**src/hw/ncs_pkg.sv**
```systemverilog
package ncs_pkg;
    // Device register offsets, one whole register of up to 32 bits per address on the device port
    localparam logic [9:0] NCS_OFS_RDIV = 10'h217;
    localparam logic [9:0] NCS_OFS_SYNC = 10'h219;
    localparam logic [9:0] NCS_OFS_FREQ_BASE = 10'h220;
    localparam logic [9:0] NCS_OFS_PHASE_BASE = 10'h224;
    localparam logic [9:0] NCS_OFS_FREQB_BASE = 10'h260;
    localparam logic [9:0] NCS_OFS_CSEL = 10'h215;
    localparam logic [9:0] NCS_OFS_PRESET_SELECT_MODE = 10'h214;
    localparam logic [9:0] NCS_PRESET_STRIDE = 10'h008;
    // Reset values
    localparam logic [31:0] NCS_FREQ_RST = 32'hC0000000;
    localparam logic [15:0] NCS_RDIV_RST = 16'h0000;
    localparam logic [7:0] NCS_SYNC_RST = 8'h02;
    localparam logic [15:0] NCS_PHASE_RST = 16'h0000;
    // Field positions in the sync control register
    localparam int NCS_BIT_ARM = 0;
    localparam int NCS_BIT_LINK = 1;
    // Preset count and advisory divisor limit
    localparam int NCS_PRESETS = 4;
    localparam logic [15:0] NCS_RDIV_ADVISED_MAX = 16'h2000;
    // Controller register byte addresses on AHB-Lite
    localparam logic [7:0] NCS_AHB_CMD = 8'h00;
    localparam logic [7:0] NCS_AHB_WDATA = 8'h04;
    localparam logic [7:0] NCS_AHB_RDATA = 8'h08;
    localparam logic [7:0] NCS_AHB_STATUS = 8'h0C;
    // Command word fields: [9:0] device offset, [16] write, [17] go
    localparam int NCS_CMD_WR = 16;
    localparam int NCS_CMD_GO = 17;
    localparam int NCS_ST_BUSY = 0;
    localparam int NCS_ST_WARN = 1;
    // AHB encodings
    localparam logic [1:0] NCS_HTRANS_IDLE = 2'h0;
    localparam logic [1:0] NCS_HTRANS_NONSEQ = 2'h2;
    // Phase word sits at the top of the 32-bit accumulator
    localparam int NCS_PHASE_SHIFT = 16;
endpackage : ncs_pkg

```
**src/hw/ncs_if.sv**
```systemverilog
`timescale 1ns/1ps
// Register port and sync pins between controller and converter
interface ncs_if;
    logic reg_req; // Register access strobe
    logic reg_wr; // Write when high
    logic [9:0] reg_addr; // Device offset
    logic [31:0] reg_wdata; // Write data
    logic [31:0] reg_rdata; // Read data, valid cycle after strobe
    logic sync_n; // Link sync pin, rising edge starts link
    logic frame_boundary; // Multiframe or extended multiblock boundary pulse
    logic sysref; // SYSREF level
    modport dev (input reg_req, input reg_wr, input reg_addr, input reg_wdata, output reg_rdata,
                 input sync_n, input frame_boundary, input sysref);
    modport ctl (output reg_req, output reg_wr, output reg_addr, output reg_wdata, input reg_rdata);
endinterface : ncs_if

```
**src/hw/ncs_device.sv**
```systemverilog
`timescale 1ns/1ps
module ncs_device
    import ncs_pkg::*;
(
    input wire logic hclk, // Sample clock
    input wire logic hresetn, // Async reset, active low
    ncs_if.dev link, // Register port and sync pins
    output logic [31:0] phase_a, // Channel A oscillator phase
    output logic [31:0] phase_b, // Channel B oscillator phase
    output logic armed, // Sysref init armed
    output logic phase_init // Pulse when phases were initialised
);
    import ncs_pkg::*;

    // All state of the device
    typedef struct packed {
        logic [NCS_PRESETS-1:0][31:0] freq_a; // Channel A words
        logic [NCS_PRESETS-1:0][31:0] freq_b; // Channel B words
        logic [NCS_PRESETS-1:0][15:0] phs_a; // Channel A phase words
        logic [NCS_PRESETS-1:0][15:0] phs_b; // Channel B phase words
        logic [15:0] rdiv; // Shared divisor
        logic [7:0] sync; // Sync control
        logic [7:0] csel; // Preset select
        logic [7:0] preset_select_mode; // Preset select mode
        logic arm_zero_seen; // A zero was written to arm bit
        logic armed; // Waiting for sysref edge
        logic pend_link; // Sync rose, wait for boundary
        logic sync_d; // Delayed sync pin
        logic sysref_d; // Delayed sysref
        logic [31:0] acc_a; // Accumulator A
        logic [31:0] acc_b; // Accumulator B
        logic [15:0] sub_a; // Divisor sub-count A
        logic [15:0] sub_b; // Divisor sub-count B
        logic [31:0] rdata; // Read data
        logic init; // Init pulse
    } ncs_dev_t;

    ncs_dev_t st_reg;
    ncs_dev_t st_next;

    // Step the accumulator; with a divisor the word is in steps of fs/rdiv/2^32,
    // carried by a sub-count that wraps at rdiv (range is 2^32 * rdiv)
    function automatic logic [47:0] ncs_step(input logic [31:0] acc, input logic [15:0] sub,
                                             input logic [31:0] f, input logic [15:0] rdiv);
        logic [47:0] r;
        logic [15:0] s;
        r = '0;
        s = '0;
        if (rdiv == NCS_RDIV_RST) begin
            r = {16'h0000, acc + f};
        end else begin
            // Fractional part counts in 1/rdiv units of one full word step
            s = sub + 16'h0001;
            if (s >= rdiv) begin
                s = 16'h0000;
                r = {s, acc + f};
            end else begin
                r = {s, acc};
            end
        end
        return r;
    endfunction : ncs_step

    // Preset index for a channel given the select mode
    function automatic logic [1:0] ncs_sel(input logic [7:0] preset_select_mode, input logic [1:0] csel);
        return (preset_select_mode[1:0] == 2'h0) ? csel : 2'h0;
    endfunction : ncs_sel

    // Next state
    always_comb begin
        logic [47:0] sa;
        logic [47:0] sb;
        logic [1:0] pa;
        logic [1:0] pb;
        logic link_go;
        logic sref_go;
        logic [9:0] rel;
        st_next = st_reg;
        sa = '0;
        sb = '0;
        link_go = 1'b0;
        sref_go = 1'b0;
        rel = '0;
        pa = '0;
        pb = '0;
        st_next.init = 1'b0;
        st_next.sync_d = link.sync_n;
        st_next.sysref_d = link.sysref;
        pa = ncs_sel(st_reg.preset_select_mode, st_reg.csel[1:0]);
        pb = ncs_sel(st_reg.preset_select_mode, st_reg.csel[3:2]);
        // Accumulate every sample clock, or once per rdiv clocks with a divisor
        sa = ncs_step(st_reg.acc_a, st_reg.sub_a, st_reg.freq_a[pa], st_reg.rdiv);
        sb = ncs_step(st_reg.acc_b, st_reg.sub_b, st_reg.freq_b[pb], st_reg.rdiv);
        st_next.acc_a = sa[31:0];
        st_next.sub_a = sa[47:32];
        st_next.acc_b = sb[31:0];
        st_next.sub_b = sb[47:32];
        // Link start: sync rise then first boundary; 8b/10b and 64b/66b alike
        if (st_reg.pend_link && link.frame_boundary) begin
            link_go = 1'b1;
            st_next.pend_link = 1'b0;
        end
        // A rise in the same cycle as a boundary stays pending for the next boundary
        if (st_reg.sync[NCS_BIT_LINK] && link.sync_n && !st_reg.sync_d) begin
            st_next.pend_link = 1'b1;
        end
        if (!st_reg.sync[NCS_BIT_LINK]) begin
            st_next.pend_link = 1'b0;
        end
        // Sysref edge used once, then disarm
        if (st_reg.armed && link.sysref && !st_reg.sysref_d) begin
            sref_go = 1'b1;
            st_next.armed = 1'b0;
        end
        // Initialise both phases
        if (link_go || sref_go) begin
            st_next.acc_a = 32'h00000000;
            st_next.acc_b = 32'h00000000;
            st_next.sub_a = 16'h0000;
            st_next.sub_b = 16'h0000;
            st_next.init = 1'b1;
        end
        // Register port
        if (link.reg_req) begin
            if (link.reg_addr == NCS_OFS_RDIV) begin
                if (link.reg_wr) st_next.rdiv = link.reg_wdata[15:0];
                st_next.rdata = {16'h0000, st_reg.rdiv};
            end else if (link.reg_addr == NCS_OFS_SYNC) begin
                if (link.reg_wr) begin
                    st_next.sync = link.reg_wdata[7:0];
                    if (!link.reg_wdata[NCS_BIT_ARM]) begin
                        st_next.arm_zero_seen = 1'b1;
                    end else if (st_reg.arm_zero_seen) begin
                        st_next.armed = 1'b1;
                        st_next.arm_zero_seen = 1'b0;
                    end
                end
                st_next.rdata = {24'h000000, st_reg.sync};
            end else if (link.reg_addr == NCS_OFS_CSEL) begin
                if (link.reg_wr) st_next.csel = link.reg_wdata[7:0];
                st_next.rdata = {24'h000000, st_reg.csel};
            end else if (link.reg_addr == NCS_OFS_PRESET_SELECT_MODE) begin
                if (link.reg_wr) st_next.preset_select_mode = link.reg_wdata[7:0];
                st_next.rdata = {24'h000000, st_reg.preset_select_mode};
            end else begin
                st_next.rdata = 32'h00000000;
                for (int i = 0; i < NCS_PRESETS; i++) begin
                    if (link.reg_addr == NCS_OFS_FREQ_BASE + 10'(i) * NCS_PRESET_STRIDE) begin
                        if (link.reg_wr) st_next.freq_a[i] = link.reg_wdata;
                        st_next.rdata = st_reg.freq_a[i];
                    end
                    if (link.reg_addr == NCS_OFS_PHASE_BASE + 10'(i) * NCS_PRESET_STRIDE) begin
                        if (link.reg_wr) st_next.phs_a[i] = link.reg_wdata[15:0];
                        st_next.rdata = {16'h0000, st_reg.phs_a[i]};
                    end
                    if (link.reg_addr == NCS_OFS_FREQB_BASE + 10'(i) * NCS_PRESET_STRIDE) begin
                        if (link.reg_wr) st_next.freq_b[i] = link.reg_wdata;
                        st_next.rdata = st_reg.freq_b[i];
                    end
                    // Channel B phase words sit as far above its words as on channel A
                    rel = NCS_OFS_FREQB_BASE + (NCS_OFS_PHASE_BASE - NCS_OFS_FREQ_BASE);
                    if (link.reg_addr == rel + 10'(i) * NCS_PRESET_STRIDE) begin
                        if (link.reg_wr) st_next.phs_b[i] = link.reg_wdata[15:0];
                        st_next.rdata = {16'h0000, st_reg.phs_b[i]};
                    end
                end
            end
        end
    end

    // State register
    always_ff @(posedge hclk or negedge hresetn) begin
        if (!hresetn) begin
            st_reg <= '0;
            for (int i = 0; i < NCS_PRESETS; i++) begin
                st_reg.freq_a[i] <= NCS_FREQ_RST;
                st_reg.freq_b[i] <= NCS_FREQ_RST;
            end
            st_reg.rdiv <= NCS_RDIV_RST;
            st_reg.sync <= NCS_SYNC_RST;
            st_reg.sync_d <= 1'b1;
        end else begin
            st_reg <= st_next;
        end
    end

    // Phase offset left-justified onto accumulator
    assign phase_a = st_reg.acc_a + {st_reg.phs_a[ncs_sel(st_reg.preset_select_mode, st_reg.csel[1:0])], 16'h0000};
    assign phase_b = st_reg.acc_b + {st_reg.phs_b[ncs_sel(st_reg.preset_select_mode, st_reg.csel[3:2])], 16'h0000};
    assign armed = st_reg.armed;
    assign phase_init = st_reg.init;
    assign link.reg_rdata = st_reg.rdata;
endmodule : ncs_device

```
**src/flat_wrapper.sv**
```systemverilog
// flat-port wrapper written by rule: the top's interface ports become plain ports
module ncs_device_flat import ncs_pkg::*;
  (hclk, hresetn, phase_a, phase_b, armed, phase_init, link_reg_req, link_reg_wr, link_reg_addr, link_reg_wdata, link_reg_rdata, link_sync_n, link_frame_boundary, link_sysref);
  ncs_if link_i ();
  input wire logic hclk;
  input wire logic hresetn;
  output logic [31:0] phase_a;
  output logic [31:0] phase_b;
  output logic armed;
  output logic phase_init;
  input wire logic [$bits(link_i.reg_req)-1:0] link_reg_req;
  input wire logic [$bits(link_i.reg_wr)-1:0] link_reg_wr;
  input wire logic [$bits(link_i.reg_addr)-1:0] link_reg_addr;
  input wire logic [$bits(link_i.reg_wdata)-1:0] link_reg_wdata;
  output wire logic [$bits(link_i.reg_rdata)-1:0] link_reg_rdata;
  input wire logic [$bits(link_i.sync_n)-1:0] link_sync_n;
  input wire logic [$bits(link_i.frame_boundary)-1:0] link_frame_boundary;
  input wire logic [$bits(link_i.sysref)-1:0] link_sysref;
  assign link_i.reg_req = link_reg_req;
  assign link_i.reg_wr = link_reg_wr;
  assign link_i.reg_addr = link_reg_addr;
  assign link_i.reg_wdata = link_reg_wdata;
  assign link_reg_rdata = link_i.reg_rdata;
  assign link_i.sync_n = link_sync_n;
  assign link_i.frame_boundary = link_frame_boundary;
  assign link_i.sysref = link_sysref;
  ncs_device u_core (.hclk(hclk), .hresetn(hresetn), .link(link_i), .phase_a(phase_a), .phase_b(phase_b), .armed(armed), .phase_init(phase_init));
endmodule
```
**config.mk**
```make
export PLATFORM = sky130hd
export DESIGN_NAME = ncs_device_flat
export DESIGN_NICKNAME = d
export VERILOG_FILES = /design/src/hw/ncs_pkg.sv /design/src/hw/ncs_if.sv /design/src/hw/ncs_device.sv /design/src/flat_wrapper.sv
export SDC_FILE = /design/constraint.sdc
export NUM_CORES = 1
export LEC_CHECK = 0
export ABC_AREA = 0
export BUFFER_PORTS_ARGS = -buffer_cell sky130_fd_sc_hd__buf_2
export CORE_MARGIN = 1
export CORE_UTILIZATION = 57
export DETAILED_ROUTE_END_ITERATION = 7
export HOLD_SLACK_MARGIN = 0.08
export PLACE_DENSITY = 0.75
export SLEW_MARGIN = 30
export SYNTH_ARGS = -nofsm -noshare
export SYNTH_HDL_FRONTEND = slang
export SYNTH_SLANG_ARGS = --single-unit
```
**constraint.sdc**
```tcl
create_clock -name hclk -period 11.68 [get_ports hclk]
set_clock_uncertainty 0.1 [all_clocks]
set_input_delay 1.168 -clock hclk [delete_from_list [all_inputs] [get_ports hclk]]
set_output_delay 1.168 -clock hclk [all_outputs]
set_load 0.02 [all_outputs]
```
==> results.ini, run 1 <==
[run_status]
status=complete, no violations

[yosys]
ys_seq_area_frac=0.439
syn_inst=2959
synthAdderAreaFrac=0.0520
yosys_register_bits=558
synth.mux.area_fraction=0.182
synth_top_family_by_area=multiplexers
ys_types=84
synth_edf_count=0
synth_compound_area_frac=0.159
synthFlopType=dfrtp_1
synth_area_mm2=0.0318
async_flop_share=1.00
yosysWarnings=0
syn_nets=3138
synth-xor-area-share=0.0281
syn_area_per_cell_um2=10.8
yosys.area_share.simple=0.0926

[route]
wl_met3_um=11900
drtIter0Drc=3368
wl_um=110000
routed-wl-met2_um=47900
via_per_inst=6.87
drt-met1-wl_um=41100
wire_per_inst_um=29.1
first_pass_iters=7
highest_layer=met5
drc=0
num_vias=25907
ant_nets=0

[clocking]
cts_buffer_depth=3
cts_root_buffer=clkbuf_16
cts_num_sinks=558
hold_buffers=0
cts-htree-levels=2
cts-resized-gates=0
cts_setup_buffers=0
cts_inserted_buffers=59
cts.clk_slew.worst_paths_ps=60
worstSkewPairLatency_ps=650
cts_tree=yes

[timing]
setup_slack_ps=4250
drv_slew=0
achievable-frequency_ghz=0.135
rsz0062_at_grt=no
relSlewSlack=0.168
fin_hold_ws_ps=387
max_slew.worst_pin.slew_ps=1240
setup_tns_ps=0
period_minus_slack_ps=7430
finalSetupViolations=0
hold_viol=0
fin_crit_sh=0.636

[min_path]
worstHoldPathType=register to register

[power_and_ir_drop]
powerDensity_mw_per_mm2=129
power_leakage_nw=16.5
vdd_drop_max_v=0.000147

[global_routing]
grt_pass1_vias=25613
grt-ovfl-total=0
grt_max_degree=193
grt_pass1_wl_um=162000
grtUsageTotal=0.383
antenna_found_initial=9

[layout]
area_growth_pct=9.34
final_layout_size_suffix_gt1_frac=0.254
largest_reg_flops=524
finalNetCount=3153

[die]
io_pins=147
start_util=0.578
rows=86
die-area_mm2=0.0568
core_mm2=0.0551
fp.dieH_um=238
fp.dieW_um=238

[worst_setup_path]
required_ps=10410
path_cells=nor2_1 > and2_4 > buf_4 > nor2_4 > a22oi_1 > o21ai_0 > ha_1 > fa_1 > a21o_1 > a21oi_1 > o21bai_1 > a211o_1 > a31oi_1 > a21oi_1 > a21o_1 > a21oi_1 > xnor2_1 > buf_2
setup.worst_path.end_class=primary output
cp_slowest_cell=and2_4
worstSetupStartpointType=register
worstPathMaxFanout=27
reg2reg_slack_ps=5330
arrival_ps=6160
cpPeakStageDelay_ps=620
crit_path_frequent_cell=a21oi_1
critPathKind=register to primary output

[place]
dp_slack_ps=5160
io_buffers=146
dp_hpwl_um=75000
place_congestion=1.00

[flow_run]
drv_cap=0

-- layout by cell type, fill, tap and decap left out, drive strengths merged, types with 13 or more instances in the layout --
master	n
o21a	13
nor2	137
nand3	48
a21o	41
mux2i	123
clkbuf	85
inv	65
ha	126
dfstp	18
and2	35
buf	199
a211oi	25
nor4	13
xor2	39
dfrtp	540
nor2b	15
nor3	32
and3	38
o21bai	14
a22oi	205
a31oi	27
o21ai	177
mux2	405
xnor2	63
nand2	170
nand4	38
a222oi	19
a21oi	111
a221oi	17
-- Yosys cell counts (all sizes together), types with 8 or more instances --
cell / n / area (um^2)
nand3: 48 / 240
o21a: 13 / 97.6
a31oi: 27 / 169
dfrtp: 540 / 13500
a22oi: 205 / 1540
xor2: 39 / 342
o21bai: 14 / 105
mux2: 405 / 4560
nand2b: 12 / 75.1
nor4: 13 / 103
or2: 9 / 56.3
nor2b: 15 / 101
mux2i: 123 / 1230
ha: 126 / 1580
buf: 137 / 857
a221oi: 17 / 149
dfstp: 18 / 473
nor3: 32 / 185
and3: 38 / 238
o22ai: 11 / 68.8
nand4: 38 / 238
a211oi: 25 / 188
nand2: 170 / 661
a222oi: 19 / 190
or3: 8 / 50.1
and2: 35 / 219
a21o: 41 / 308
xnor2: 63 / 552
a21oi: 111 / 556
nor2: 137 / 527
o221ai: 12 / 105
inv: 65 / 244
o21ai: 177 / 886
a22o: 12 / 105
clkbuf: 108 / 405
-- cell families after synthesis --
group                    count (synthesis)
multiplexers                           528
XOR/XNOR                               102
AND/OR/NAND/NOR                        583
AO/OA/AOI/OAI                          748
adder cells (fa/ha/maj)                130
buffers and inverters                  310
flip-flops                             558
-- path summary, 6_finish.rpt --
kind                                         start                        end  depth (start not counted)
max in group asynchronous                  hresetn  u_core.link.reg_rdata[13]                          4
min in group asynchronous                  hresetn          u_core.st_reg[53]                          1
worst min register to register  u_core.st_reg[151]         u_core.st_reg[151]                          2
worst max-delay path            u_core.st_reg[134]                phase_b[30]                         18
worst min-delay path            u_core.st_reg[151]         u_core.st_reg[151]                          2
worst max register to register  u_core.st_reg[134]          u_core.st_reg[88]                         17
-- worst max-delay path: cells and delay by family (launching register included) --
kind	cells	cell delay, ps
xor gates and xnor gates	1	150
and+or+nand+nor	3	1330
adders and majority gates	2	670
DFF	1	400
AOI/OAI and AO/OA	10	2090
buffers and inverters	2	820
-- metrics by stage --
stage	util	power [W]	instance area (um^2)	cells
floorplan	-	0.00241	31800	2959
global placement	0.594	0.00255	32700	3657
detailed placement	0.595	0.00257	32800	3660
CTS	0.631	0.00448	34700	3765
global route	0.632	0.00462	34800	3766
finish	0.632	0.00448	34800	3769
-- power breakdown --
part	internal, W	switching (W)
Clock	0.00111	0.000822
Sequential	0.00200	0.0000723
Combinational	0.000171	0.000297
-- routing by layer --
layer | vias up | GRT usage
met3 | 399 | 0.0952
met1 | 12874 | 0.487
met4 | 12 | 0.270
li1 | 10962 | -
met5 | - | 0.00606
met2 | 1660 | 0.574
-- layout make-up --
cell class / instances / area [um^2]
timing repair buffer: 199 / 1200
clock inverter: 20 / 298
clock buffer: 85 / 1680
tap: 748 / 936
multi-input combinational: 2091 / 16400
sequential: 558 / 14000
antenna: 3 / 7.51
fill: 4451 / 20300
inverter: 65 / 244
(Power assumes the default switching activity.)
==> run 2, diff against run 1 <==
- clock period: 11.68 -> 7.25 ns (I/O delays scaled with it)
==> run 2 against run 1 <==
Against the previous run:
- design area increased by 0.29%
- sequential cell count did not move
- clock power up 65%
- register-to-register slack got worse by 4000 ps
- via count increased by 1.1%
- global-route usage grew 1.6 points
- highest routed layer unchanged
- non-clock buffer count rose by 6
- setup slack got worse by 3600 ps
- wire length is 4.4% higher
==> results.ini, run 2 (synthesized netlist as in run 1, its figures left out) <==
[run_status]
status=complete, no violations

[timing]
drv_slew=0  ; unchanged
fin_crit_sh=0.908
relSlewSlack=0.249  ; +0.0810
setup_tns_ps=0  ; unchanged
period_minus_slack_ps=6580
hold_viol=0  ; unchanged
setup_slack_ps=667  ; -3580 ps
achievable-frequency_ghz=0.152
max_slew.worst_pin.slew_ps=1120  ; -120 ps
rsz0062_at_grt=no
finalSetupViolations=0  ; unchanged

[worst_setup_path]
worstPathMaxFanout=16  ; -41%
setup.worst_path.start=u_core.st_reg[135]
setup.worst_path.end_class=primary output
arrival_ps=5760  ; -400 ps
critPathKind=register to primary output
r2r-start=u_core.st_reg[135]
required_ps=6420  ; -3990 ps
worstSetupStartpointType=register

[power_and_ir_drop]
vdd_drop_max_v=0.000265  ; +81%
power_leakage_nw=16.6  ; +0.37%
powerDensity_mw_per_mm2=209  ; +63%

[route]
drc=0  ; unchanged
wl_um=114000  ; +4.4%
num_vias=26182  ; +1.1%
via_per_inst=6.92  ; +0.71%
first_pass_iters=7  ; unchanged
wire_per_inst_um=30.2  ; +4.0%
drtIter0Drc=3532  ; +4.9%
ant_nets=0  ; unchanged

[layout]
layout_commonest_cell=dfrtp_1
largest_reg_flops=524  ; unchanged
layout_common_cells=540 x dfrtp_1, 403 x mux2_2, 205 x a22oi_1
utilization=0.634  ; +0.00182
final_layout_size_suffix_gt1_frac=0.256  ; +0.00163
area_growth_pct=9.65
finalNetCount=3159  ; +0.19%

[die]
io_pins=147  ; unchanged
die-area_mm2=0.0568  ; unchanged
rows=86  ; unchanged
fp.dieW_um=238  ; unchanged
fp.dieH_um=238  ; unchanged
core_mm2=0.0551  ; unchanged
start_util=0.578  ; unchanged

[place]
dp_hpwl_um=78400  ; +4.4%
dp_slack_ps=1480  ; -3680 ps
io_buffers=146  ; unchanged
place_congestion=1.06  ; +5.5%

[clocking]
worstSkewPairLatency_ps=650  ; about the same
cts_setup_buffers=0  ; unchanged
cts_buffer_depth=3  ; unchanged
cts_num_sinks=558  ; unchanged
cts-resized-gates=0  ; unchanged
cts-htree-levels=2  ; unchanged
hold_buffers=1  ; +1
cts_inserted_buffers=59  ; unchanged
cts.clk_slew.worst_paths_ps=70  ; about the same
cts_root_buffer=clkbuf_16
cts_tree=yes

[global_routing]
grtUsageTotal=0.399  ; +0.0159
grt_pass1_wl_um=167000  ; +3.2%
grt-ovfl-total=0  ; unchanged
grt_max_degree=182  ; -5.7%
grt_pass1_vias=25784  ; +0.67%
antenna_found_initial=6  ; -3

[min_path]
worstHoldPathType=primary input to register
hp-start=link_sync_n

[flow_run]
drv_cap=0  ; unchanged

## run 2: stage by stage
stage,instance area (um^2),hold WS [ps],power (W),cells
final,34900,108,0.00730,3782
after global routing,34900,111,0.00753,3779
after CTS,34800,89.9,0.00731,3776
after detailed placement,32800,365,0.00415,3664
after global placement,32800,360,0.00412,3662
after floorplan,31800,329,0.00388,2959
## run 2: path summary, 6_finish.rpt
| kind | cells past startpoint | endpoint | slack, ps |
|---|---|---|---|
| max | 17 | phase_a[30] | 670 |
| min | 1 | u_core.st_reg[130] | 110 |
| max reg2reg | 15 | u_core.st_reg[128] | 1310 |
| min reg2reg | 2 | u_core.st_reg[150] | 380 |
| max in group asynchronous | 4 | u_core.link.reg_rdata[23] | 4890 |
| min in group asynchronous | 2 | u_core.st_reg[53] | 610 |
## run 2: where the power goes
part	switching (W)	total, W	internal [W]
registers	0.000122	0.00335	0.00323
clock network	0.00133	0.00319	0.00186
logic	0.000486	0.000764	0.000278
total	0.00194	0.00730	0.00537
## run 2: final cells by class
type                            count  area (um^2)
Inverter                           65          244
Sequential cell                   558        14000
Fill cell                        4413        20200
Tap cell                          748          936
Timing Repair Buffer              205         1270
Clock buffer                       90         1730
Clock inverter                     21          293
Antenna cell                        4         10.0
Multi-Input combinational cell   2091        16400
## run 2: layer usage
metal,track usage,share of wire,vias up
li1,-,-,10977
met1,0.503,0.37,13113
met2,0.592,0.43,1658
met3,0.103,0.11,428
met4,0.299,0.085,6
met5,0,0.00036,-
## run 2: critical path, cell delays in order, from the launching register on
cell	delay, ps
dfrtp_1	400
nor2_1	510
and2_2	760
nor2_4	240
a22oi_1	210
o21ai_0	310
ha_1	360
fa_1	440
a21o_1	190
a21oi_1	230
o21bai_1	120
a211o_1	320
a31oi_1	220
a21oi_1	130
a21o_1	190
a21oi_1	160
xnor2_1	130
buf_2	180
